`config.mk`:
```
export PLATFORM = sky130hd
export DESIGN_NAME = aps_sequencer
export DESIGN_NICKNAME = d
export VERILOG_FILES = /design/src/aps_pkg.sv /design/src/aps_sync3.sv /design/src/aps_sequencer.sv
export VERILOG_INCLUDE_DIRS = /design/src
export SDC_FILE = /design/constraint.sdc
export NUM_CORES = 1
export LEC_CHECK = 0
export BUFFER_PORTS_ARGS = -buffer_cell sky130_fd_sc_hd__buf_2
export CORE_AREA = 3 3 118 109
export CTS_CLUSTER_SIZE = 30
export DETAILED_ROUTE_END_ITERATION = 10
export DIE_AREA = 0 0 121 112
export PLACE_DENSITY_LB_ADDON = 0.1
export SLEW_MARGIN = 20
export SYNTH_ARGS = -nofsm -noshare
export SYNTH_HDL_FRONTEND = slang
export SYNTH_SLANG_ARGS = --single-unit
```
`constraint.sdc`:
```
create_clock -name mclk -period 2 [get_ports mclk]
set_input_delay 0.2 -clock mclk [delete_from_list [all_inputs] [get_ports mclk]]
set_output_delay 0.2 -clock mclk [all_outputs]
set_load 0.01 [all_outputs]
```
`src/aps_defines.svh`:
```
// Purpose: constants for the amplifier protection sequencer
// Assumes: 40 MHz mclk
// Notes:   times kept in their own unit, cycle counts derived
`ifndef APS_DEFINES_SVH
`define APS_DEFINES_SVH

`define APS_CLK_MHZ          40
`define APS_PRECHARGE_US     1000
`define APS_PRECHARGE_CYC    (`APS_PRECHARGE_US * `APS_CLK_MHZ)
`define APS_CLIP_PULSE_NS    500
`define APS_CLIP_PULSE_CYC   ((`APS_CLIP_PULSE_NS * `APS_CLK_MHZ + 999) / 1000)
`define APS_OLP_MS           17
`define APS_OLP_FRAMES       8'd170
`define APS_INJECT_PERIOD    2'd3
`define APS_DC_CNT_MAX       8'hFF
`define APS_CNT_W            32
`define APS_ALL_HB           4'hF
`define APS_HB_AB            4'h3
`define APS_HB_CD            4'hC

`endif

```
`src/aps_pkg.sv`:
```
// Purpose: types for the amplifier protection sequencer
// Assumes: nothing
// Notes:   state and mode enumerations only
package aps_pkg;
  typedef enum logic [1:0] {
    APS_MODE_STEREO,
    APS_MODE_MONO_BTL,
    APS_MODE_PARALLEL,
    APS_MODE_RSVD
  } aps_mode_t;

  typedef enum logic [2:0] {
    APS_OFF,
    APS_WAIT_SUPPLY,
    APS_PRECHARGE,
    APS_RAMP_UP,
    APS_RUN,
    APS_RAMP_DOWN,
    APS_MUTED,
    APS_LOWPWR
  } aps_state_t;
endpackage

```
`src/aps_sync3.sv`:
```
// Purpose: three-stage pin synchroniser with agreement filter
// Assumes: asynchronous input levels
// Notes:   output changes once stages two and three agree
`timescale 1ns/100ps
`default_nettype none
module aps_sync3 #(
  parameter int W = 1
) (
  input  wire logic         mclk,
  input  wire logic         sys_rst,
  input  wire logic [W-1:0] pin_in,
  output logic      [W-1:0] level_out
);
  logic [W-1:0] s1_r;
  logic [W-1:0] s2_r;
  logic [W-1:0] s3_r;

  always_ff @(posedge mclk) begin
    if (sys_rst) begin
      s1_r <= '0;
      s2_r <= '0;
      s3_r <= '0;
    end else begin
      s1_r <= pin_in;
      s2_r <= s1_r;
      s3_r <= s2_r;
    end
  end

  genvar i;
  generate
    for (i = 0; i < W; i++) begin : g_bit
      always_ff @(posedge mclk) begin
        if (sys_rst) begin
          level_out[i] <= 1'b0;
        end else if (s2_r[i] == s3_r[i]) begin
          level_out[i] <= s3_r[i];
        end
      end
    end
  endgenerate
endmodule
`default_nettype wire

```
`src/aps_sequencer.sv`:
```
// Purpose: startup/shutdown sequencing and protection of a two-channel
//          class-D output stage
// Assumes: analog detectors arrive as asynchronous levels; frame_start is
//          a one-cycle pulse from the PWM reference on mclk
// Notes:   bridge index 0..3 is half-bridge A..D; channel 0 = A+B
//
// Overview of operation
// - three output configurations: stereo bridged, single bridged, paralleled mono.
// - outputs high-impedance with weak pull-down until gate, analog and power-stage supplies good and pre-charge done.
// - on reset release, error low and analog regulator on until supply good.
// - after pre-charge interval, ramp up; done when soft-mute node fully charged.
// - ramps last about 20 ms with 33 nF; capacitor sets the length.
// - reset low ramps down, then outputs high-impedance, then low-power state.
// - reset low enables weak pull-downs in bridged and paralleled modes.
// - reset low forces the error indicator inactive regardless of faults.
// - soft-mute low ramps down, outputs high-impedance, internals stay powered.
// - fault puts power stage high-impedance and error indicator low at once.
// - faults self-recover except overload and overtemperature, latched until reset.
// - bridged: A/B error stops A+B, C/D stops C+D; paralleled stops all.
// - bootstrap undervoltage stops only its half-bridge, no latch, no error.
// - current limited every switching cycle, separately per full-bridge.
// - limit trip flips the full-bridge state, cleared at next frame start.
// - persisting limited overcurrent latches the channel off until reset.
// - while clipping or limiting, inject narrow pulse every fourth frame.
// - clipping shown as active-low pulses about 500 ns on thermal/clip pin.
// - current imbalance above threshold counts up; at maximum channel shuts down.
// - thermal/clip indicator low while temperature above warning level.
// - above shutdown temperature all outputs off, error asserted, latched to reset.
`timescale 1ns/100ps
`default_nettype none
`include "aps_defines.svh"
module aps_sequencer
  import aps_pkg::*;
(
  input  wire logic       mclk,
  input  wire logic       sys_rst,
  input  wire logic       reset_pin_n,
  input  wire logic       soft_mute_n,
  input  wire logic [1:0] mode_sel,
  input  wire logic       gate_drive_supply_ok,
  input  wire logic       analog_supply_ok,
  input  wire logic       power_stage_supply_ok,
  input  wire logic       mute_node_charged,
  input  wire logic       mute_node_discharged,
  input  wire logic [1:0] cycle_current_limit,
  input  wire logic [1:0] clip_detect,
  input  wire logic [1:0] dc_imbalance,
  input  wire logic [3:0] bootstrap_undervolt,
  input  wire logic       temp_warn,
  input  wire logic       temp_shutdown,
  input  wire logic       frame_start,
  output logic [3:0]      hb_enable,
  output logic [3:0]      hb_pulldown,
  output logic [1:0]      fb_flip,
  output logic [1:0]      pulse_inject,
  output logic            mute_charge,
  output logic            mute_discharge,
  output logic            analog_reg_en,
  output logic            low_power,
  output logic            fault_n_o,
  output logic            fault_n_oe,
  output logic            thermal_clip_warn_n_o,
  output logic            thermal_clip_warn_n_oe,
  output logic            thermal_shutdown,
  output logic            supply_undervolt
);

  // ---------------------------------------------------------------
  // input synchronisation
  // ---------------------------------------------------------------
  localparam int NS = 21;
  logic [NS-1:0] raw_in;
  logic [NS-1:0] syn;
  assign raw_in = {reset_pin_n, soft_mute_n, gate_drive_supply_ok, analog_supply_ok,
                   power_stage_supply_ok, mute_node_charged, mute_node_discharged,
                   cycle_current_limit, clip_detect, dc_imbalance,
                   bootstrap_undervolt, temp_warn, temp_shutdown, mode_sel};

  aps_sync3 #(.W(NS)) u_sync (
    .mclk      (mclk),
    .sys_rst   (sys_rst),
    .pin_in    (raw_in),
    .level_out (syn)
  );

  logic       rst_n_s, mute_n_s, gate_drive_supply_s, analog_supply_s, power_stage_supply_s, chg_s, dis_s;
  logic [1:0] ocl_s, clip_s, dc_s, mode_s;
  logic [3:0] bst_s;
  logic       tw_s, ts_s;
  assign {rst_n_s, mute_n_s, gate_drive_supply_s, analog_supply_s, power_stage_supply_s, chg_s, dis_s,
          ocl_s, clip_s, dc_s, bst_s, tw_s, ts_s, mode_s} = syn;

  aps_mode_t mode;
  assign mode = aps_mode_t'(mode_s);

  // ---------------------------------------------------------------
  // helpers
  // ---------------------------------------------------------------
  // channel to half-bridge mask; paralleled mode widens any channel to all
  function automatic logic [3:0] chan_mask(input logic [1:0] ch, input aps_mode_t m);
    logic [3:0] r;
    r = '0;
    if (m == APS_MODE_PARALLEL && ch != 2'b00) begin
      r = `APS_ALL_HB;
    end else begin
      if (ch[0]) r = r | `APS_HB_AB;
      if (ch[1]) r = r | `APS_HB_CD;
    end
    return r;
  endfunction

  // configured active half-bridges
  function automatic logic [3:0] mode_mask(input aps_mode_t m);
    case (m)
      APS_MODE_MONO_BTL: return `APS_HB_AB;
      default:           return `APS_ALL_HB;
    endcase
  endfunction

  logic rst_prev_r;
  logic rst_rise;
  always_ff @(posedge mclk) begin
    if (sys_rst) rst_prev_r <= 1'b0;
    else         rst_prev_r <= rst_n_s;
  end
  assign rst_rise = rst_n_s & ~rst_prev_r;

  // ---------------------------------------------------------------
  // latched faults: overtemperature, overload, dc imbalance
  // ---------------------------------------------------------------
  logic       ote_r;
  logic [1:0] olp_r;
  logic [7:0] olp_cnt_r [2];
  logic [7:0] dc_cnt_r  [2];

  always_ff @(posedge mclk) begin
    if (sys_rst) begin
      ote_r <= 1'b0;
    end else if (ts_s) begin
      ote_r <= 1'b1;
    end else if (!rst_n_s) begin
      ote_r <= 1'b0;
    end
  end

  genvar c;
  generate
    for (c = 0; c < 2; c++) begin : g_ch
      // overload = limiting for many consecutive frames
      always_ff @(posedge mclk) begin
        if (sys_rst || !rst_n_s) begin
          olp_cnt_r[c] <= '0;
        end else if (!ocl_s[c]) begin
          olp_cnt_r[c] <= '0;
        end else if (frame_start && olp_cnt_r[c] != `APS_OLP_FRAMES) begin
          olp_cnt_r[c] <= olp_cnt_r[c] + 8'h01;
        end
      end
      // imbalance counter saturates; never decrements so it is a true overload
      always_ff @(posedge mclk) begin
        if (sys_rst || !rst_n_s) begin
          dc_cnt_r[c] <= '0;
        end else if (dc_s[c] && frame_start && dc_cnt_r[c] != `APS_DC_CNT_MAX) begin
          dc_cnt_r[c] <= dc_cnt_r[c] + 8'h01;
        end
      end
      always_ff @(posedge mclk) begin
        if (sys_rst) begin
          olp_r[c] <= 1'b0;
        end else if (olp_cnt_r[c] == `APS_OLP_FRAMES
                     || dc_cnt_r[c] == `APS_DC_CNT_MAX) begin
          olp_r[c] <= 1'b1;
        end else if (!rst_n_s) begin
          olp_r[c] <= 1'b0;
        end
      end
    end
  endgenerate

  // ---------------------------------------------------------------
  // sequencer
  // ---------------------------------------------------------------
  aps_state_t state_r;
  logic [`APS_CNT_W-1:0] pre_cnt_r;
  logic supply_ok;
  logic uv_fault;
  assign supply_ok = gate_drive_supply_s & analog_supply_s & power_stage_supply_s;
  assign uv_fault  = ~supply_ok;

  always_ff @(posedge mclk) begin
    if (sys_rst) begin
      state_r <= APS_OFF;
    end else begin
      case (state_r)
        APS_OFF: begin
          if (rst_rise) state_r <= APS_WAIT_SUPPLY;
        end
        APS_WAIT_SUPPLY: begin
          if (!rst_n_s)       state_r <= APS_LOWPWR;
          else if (supply_ok) state_r <= APS_PRECHARGE;
        end
        APS_PRECHARGE: begin
          if (!rst_n_s) state_r <= APS_RAMP_DOWN;
          else if (pre_cnt_r == `APS_CNT_W'(`APS_PRECHARGE_CYC - 1))
            state_r <= APS_RAMP_UP;
        end
        APS_RAMP_UP: begin
          if (!rst_n_s || !mute_n_s) state_r <= APS_RAMP_DOWN;
          else if (chg_s)            state_r <= APS_RUN;
        end
        APS_RUN: begin
          if (!rst_n_s || !mute_n_s) state_r <= APS_RAMP_DOWN;
        end
        APS_RAMP_DOWN: begin
          if (dis_s) state_r <= rst_n_s ? APS_MUTED : APS_LOWPWR;
        end
        APS_MUTED: begin
          if (!rst_n_s)     state_r <= APS_LOWPWR;
          else if (mute_n_s) state_r <= APS_RAMP_UP;
        end
        APS_LOWPWR: begin
          if (rst_rise) state_r <= APS_WAIT_SUPPLY;
        end
        default: state_r <= APS_OFF;
      endcase
    end
  end

  always_ff @(posedge mclk) begin
    if (sys_rst || state_r != APS_PRECHARGE) pre_cnt_r <= '0;
    else                                     pre_cnt_r <= pre_cnt_r + 1'b1;
  end

  // ---------------------------------------------------------------
  // half-bridge enable and pull-down
  // ---------------------------------------------------------------
  logic switching;
  logic [3:0] stop_mask;
  logic [3:0] hb_en_nxt;
  assign switching = (state_r == APS_RAMP_UP) || (state_r == APS_RUN)
                     || (state_r == APS_RAMP_DOWN);

  always_comb begin
    stop_mask = chan_mask(olp_r, mode) | bst_s;
    if (ote_r || uv_fault) stop_mask = `APS_ALL_HB;
    hb_en_nxt = switching ? (mode_mask(mode) & ~stop_mask) : 4'h0;
  end

  always_ff @(posedge mclk) begin
    if (sys_rst) begin
      hb_enable   <= 4'h0;
      hb_pulldown <= 4'h0;
    end else begin
      hb_enable   <= hb_en_nxt;
      // weak pull-down while reset is low, waiting for supply or pre-charging
      hb_pulldown <= (!rst_n_s || state_r == APS_WAIT_SUPPLY
                      || state_r == APS_PRECHARGE) ? `APS_ALL_HB : 4'h0;
    end
  end

  // ---------------------------------------------------------------
  // cycle current limit flip and pulse injection
  // ---------------------------------------------------------------
  logic [1:0] frame_cnt_r;
  always_ff @(posedge mclk) begin
    if (sys_rst)          frame_cnt_r <= 2'h0;
    else if (frame_start) frame_cnt_r <= frame_cnt_r + 2'h1;
  end

  always_ff @(posedge mclk) begin
    if (sys_rst) begin
      fb_flip      <= 2'h0;
      pulse_inject <= 2'h0;
    end else begin
      // a trip in the frame-start cycle still flips: set beats clear
      fb_flip <= (frame_start ? 2'h0 : fb_flip) | (ocl_s & {2{switching}});
      pulse_inject <= (frame_start && frame_cnt_r == `APS_INJECT_PERIOD)
                      ? ((clip_s | ocl_s) & {2{switching}}) : 2'h0;
    end
  end

  // ---------------------------------------------------------------
  // indicators and supply control
  // ---------------------------------------------------------------
  logic [7:0] clip_cnt_r;
  logic       clip_prev_r;
  logic       clip_any;
  assign clip_any = |clip_s;

  always_ff @(posedge mclk) begin
    if (sys_rst) begin
      clip_cnt_r  <= 8'h00;
      clip_prev_r <= 1'b0;
    end else begin
      clip_prev_r <= clip_any;
      if (clip_any && !clip_prev_r) clip_cnt_r <= 8'(`APS_CLIP_PULSE_CYC);
      else if (clip_cnt_r != 8'h00) clip_cnt_r <= clip_cnt_r - 8'h01;
    end
  end

  logic fault_active;
  assign fault_active = ote_r | (|olp_r) | uv_fault;

  always_ff @(posedge mclk) begin
    if (sys_rst) begin
      fault_n_oe             <= 1'b0;
      thermal_clip_warn_n_oe <= 1'b0;
      analog_reg_en          <= 1'b0;
      low_power              <= 1'b1;
      mute_charge            <= 1'b0;
      mute_discharge         <= 1'b0;
      thermal_shutdown       <= 1'b0;
      supply_undervolt       <= 1'b0;
    end else begin
      // reset low always releases the error pin
      fault_n_oe <= rst_n_s && (fault_active || state_r == APS_WAIT_SUPPLY);
      // clipping reports once per onset, not while level stays high: one pulse per rising edge
      thermal_clip_warn_n_oe <= tw_s || (clip_cnt_r != 8'h00);
      analog_reg_en    <= rst_n_s || (state_r != APS_OFF && state_r != APS_LOWPWR);
      low_power        <= (state_r == APS_OFF) || (state_r == APS_LOWPWR);
      mute_charge      <= (state_r == APS_RAMP_UP);
      mute_discharge   <= (state_r == APS_RAMP_DOWN);
      thermal_shutdown <= ote_r;
      supply_undervolt <= uv_fault;
    end
  end

  assign fault_n_o             = 1'b0;
  assign thermal_clip_warn_n_o = 1'b0;

endmodule
`default_nettype wire

```
-- After elaboration in Yosys (flattened, before gate mapping)
Memory sizes are Yosys's and may differ from the RTL's.
Index checks and enable logic that the tools add are counted.
- memories: 2
- memory bits (writable): 32
- input port bits: 24
- output and inout bits: 22
- bits in registers: 154
- logic and storage cells: 223
- memory list (memory ; words ; width ; rd ports ; clocked after Yosys merged registers in ; write ports ; line ; RTL):
    dc_cnt_r ; 2 ; 8 ; 2 ; 0 ; 2 ; aps_sequencer.sv:134 ; logic [7:0] dc_cnt_r [2];
    olp_cnt_r ; 2 ; 8 ; 2 ; 0 ; 2 ; aps_sequencer.sv:133 ; logic [7:0] olp_cnt_r [2];
- reductions and logical operators: 40
- add/subtract/negate cells: 7
- equality and inequality tests: 52
- muxes and demuxes: 54
- bitwise gates (word level): 22
- operators by type and width (operator ; count):
    two-way mux 8 bit ; 6
    two-way mux 3 bit ; 11
    adder 32 x 1 -> 32 bit (second input constant) ; 1
    adder 8 x 1 -> 8 bit (second input constant) ; 4
    equality test 32 x 16 -> 1 bit (second input constant) ; 1
    equality test 8 bit (second input constant) ; 4
    inequality test 8 bit (second input constant) ; 4
    two-way mux 1 bit ; 27
    equality test 1 bit ; 21
    one-hot mux 3 bit (7 select lines) ; 1
    two-way mux 4 bit ; 5
    logical OR 1 bit ; 14
    equality test 3 bit (second input constant) ; 4
    inequality test 3 bit (second input constant) ; 4
    OR reduction 2 bit ; 6
    logical AND 1 bit ; 11
    two-way mux 5 bit ; 2
    inequality test 2 bit (second input constant) ; 4
    bitwise OR 1 bit ; 8
    nonzero test 8 bit ; 1
    subtractor 8 x 1 -> 8 bit (second input constant) ; 1
    AND reduction 7 bit ; 1
    equality test 3 x 2 -> 1 bit (second input constant) ; 2
    inequality test 3 x 2 -> 1 bit (second input constant) ; 2
    17 further kinds ; 30

-- Depth between registers and ports, before layout
An unclocked memory read counts as a cell.
- depth after elaboration: 8
- mapped depth: 7
- gate-level depth less buffers: 7

-- Modules after synthesis
A second synthesis with hierarchy kept.
- cells, all modules: 709
- area total of the unflattened synthesis: 7031.7 µm²
- modules (own cells, without submodules) (module ; seq. area each (µm²) ; area each (µm²) ; cells an instance ; instances):
    aps_sequencer ; 2302.2 ; 4578.1 ; 490 ; 1
    aps_sync3 ; 1681.6 ; 2453.6 ; 219 ; 1

-- Worst setup path after synthesis
No wires, ideal clock.
- path type: flip-flop to flip-flop
- start: memory olp_cnt_r[1][0]
- end: memory olp_cnt_r[1][0] (enable)
- cell stages (with the launch flop): 8
- slack: 0.421 ns
- period minus slack after synthesis: 1.579 ns
- required time: 1.673 ns
- buffers on the path: 0
- arrival: 1.252 ns
- setup time: 0.327 ns
- path through: edfxtp_1 > inv_1 > ha_1 > nand2_1 > nor3_1 > nand4b_1 > nand2_1 > nand3_1
- RTL lines (what ; line):
    from (decl) ; aps_sequencer.sv:133

==> metrics <==
status complete, no violations; Layout Nets 788; ANT nets after route 0; fmax 566.0 MHz; Syn Inst Count 696; predominant post-synthesis flop cell dfxtp_1; Detailed Route WL 12240 um; Startpoint Class register; Crit. Startpoint dc_cnt_r[1][2]$_SDFFCE_PN0P_; width of the die 121 um; Worst Setup End Kind register; Num CTS Buffers 17; CP required 2090 ps; root buf cell clkbuf_16; post-CTS setup repair buffer count 0; Yosys reg bits 183; port buffer count 43; HP Class primary input to register; Final setup violation count 0; number of max-cap violations 0; First-pass DRT Iterations 4; cells on worst reg2reg path 5; final instance area 8154 um2; share of the synthesized area in the top cell type 43.25%; initial antenna violation count 0; H-Tree Depth 4; pwr/cell area 1044 nW/um2; DRC viols 0; clock slew at reported path FFs 60 ps; vias per cell 5.163; Largest stage delay, worst path 440 ps; clk_skew 8.243 ps; Initial DRC Count 374; mean routed wirelength per cell 13.19 um; count of flip-flops with a built-in enable after synthesis 32; Worst Max-Slew Pin Slew 577.9 ps; hold path depth 2; fin crit share 88.34%; Ant. Diodes 0; post-DP HPWL 7985 um; Seq/Total Area, Yosys 57.00%; worst hold margin 3.843 ps; worst-path fanout max 8; GRT overflow 0; Total GRT Usage 19.25%; vias in the first global route 4723; critical path's slowest cell edfxtp_1; WP data arrival 1850 ps; Post-DP Area 7296 um2; latest clock arrival within the worst-skew pair 420 ps; Mean Syn Cell Area 10.04 um2; Leak Pwr 3.079 nW; die span in y 112 um; post-synth cell types 55; Synth Cell Area 6989 um2; Core Rows 38; most instantiated cells after synthesis dfxtp_1 (151), nor2_1 (98), nor2b_1 (64); Worst R2R Setup Slack 230 ps; RSZ-0062 raised after global routing no; min-delay src clip_detect[1]; DIE AREA 13550 um2; crit path kind register to register; Post-Layout Cell Count 928; share of layout cells above drive strength 1 12.63%; post-synth top area cell dfxtp_1; initial core utilization 59.04%; Layout area overhead 16.67%; largest net degree at the start of global routing 61; gpl congestion 0.7792; Worst slew margin 61.47%; Ports 46; Final Max Slew Viols 0; Hold Vio Cnt, Final 0; synthesis warning total 0; fin util 68.88%; first-pass GRT wire length 21110 um; setup TNS 0 ps; CTS Buffer Depth 2; Core ar. 11840 um2; dpl cells 877; number of clock sinks 183; reg2reg start dc_cnt_r[1][2]$_SDFFCE_PN0P_; ranking of synthesized cells by area dfxtp_1 (43%), edfxtp_1 (14%), nor2b_1 (5.7%), xor2_1 (5.5%), nor2_1 (5.3%); crit path time final 1767 ps; detailed-route via count 4791; CTS tree built; worst vdd ir 0.0006029 V; cell with the most instances after synthesis dfxtp_1; Hold EP u_sync.s1_r[11]$_SDFF_PP0_; crit-path cells and3_1, and2_1, nand4_1, nand3_1, nand2_1; Reg2Reg Capture Point dc_cnt_r[1][4]$_SDFFCE_PN0P_; Async SR Flop Fraction 0%
## worst max path at each step
stage | endpoint | slack (ps) | depth (start not counted)
after floorplan | olp_cnt_r[1][0]$_SDFFCE_PN0P_ | 420 | 7
after global placement | hb_enable[2]$_SDFF_PP0_ | 280 | 5
after detailed placement | olp_cnt_r[0][2]$_SDFFCE_PN0P_ | 170 | 7
after CTS | olp_cnt_r[1][4]$_SDFFCE_PN0P_ | 160 | 7
after global routing | state_r[0]$_SDFFE_PP0P_ | 60 | 5
final | dc_cnt_r[1][4]$_SDFFCE_PN0P_ | 230 | 5
## power by group
| group | switching, mW | internal, mW |
|---|---|---|
| clock network | 1.36 | 2.23 |
| logic | 0.439 | 0.390 |
| registers | 0.173 | 3.92 |
| total | 1.97 | 6.54 |
## registers in the layout (all words and copies together) (netlist names), 2 cells and up
register,flops
state_r,3
pre_cnt_r,32
u_sync.s1_r,21
olp_r,2
u_sync.s2_r,21
u_sync.level_out,21
olp_cnt_r,16
u_sync.s3_r,21
fb_flip,2
dc_cnt_r,16
frame_cnt_r,2
pulse_inject,2
clip_cnt_r,8
hb_enable,4
## routing by layer
metal  track usage, %  wire (um)  up-vias  part of all wire [%]
met5                0          0        -                     0
met4            6.193         65        0                  0.53
met1            23.36       5600     2260                    46
met2            33.22       6186       69                    51
li1                 -          -     2458                     -
met3            5.180        388        4                   3.2
## area by class of cell
type / count / area (um2)
clock inverters: 9 / 133.9
flip-flops and latches: 183 / 3986
fillers: 903 / 3685
well taps: 160 / 200.2
inverters: 11 / 41.29
multi-input cells: 475 / 2825
repair buffers: 67 / 445.4
clock buffers: 23 / 521.8
## worst max-delay path, delay by kind of cell (launching register included)
family | cells | cell delay, ps
flops | 1 | 440
simple gates | 5 | 1000
## stage by stage
step                worst slack [ps]  power (mW)
CTS                            156.0       8.564
global route                   60.87       8.870
finish                         233.2       8.510
detailed placement             165.1       4.971
global placement               279.2       4.934
floorplan                      421.0       4.820
## layout by cell type, fill, tap and decap left out, types with 12 or more instances in the layout
master | netlist | layout
nor3_1 | 12 | 12
edfxtp_1 | 32 | 32
nand2_1 | 46 | 46
xor2_1 | 44 | 44
buf_2 | 2 | 42
clkbuf_16 | 0 | 20
dfxtp_1 | 151 | 149
dlygate4sd3_1 | 0 | 19
nand4_1 | 20 | 20
xnor2_1 | 19 | 19
o21ai_0 | 24 | 24
nor2_1 | 98 | 98
a21oi_1 | 27 | 27
nor2b_1 | 64 | 64
nand3_1 | 30 | 28
and3_1 | 14 | 14
## cells by family after synthesis
kind of cell    synth area share, %
flops                         57.00
buf+inv                       2.775
compound gates                5.210
fa+ha+maj                     1.611
xor+xnor                      7.895
simple gates                  25.31
mux                          0.1432
other cells                 0.05365
## what timing repair did
item	4_1_cts	5_1_grt
endpoints found under the hold margin	19	0
resized for setup	0	4
setup endpoints to repair	0	17
hold buffers	19	0
Note: power is estimated with default switching activity, not from simulation.
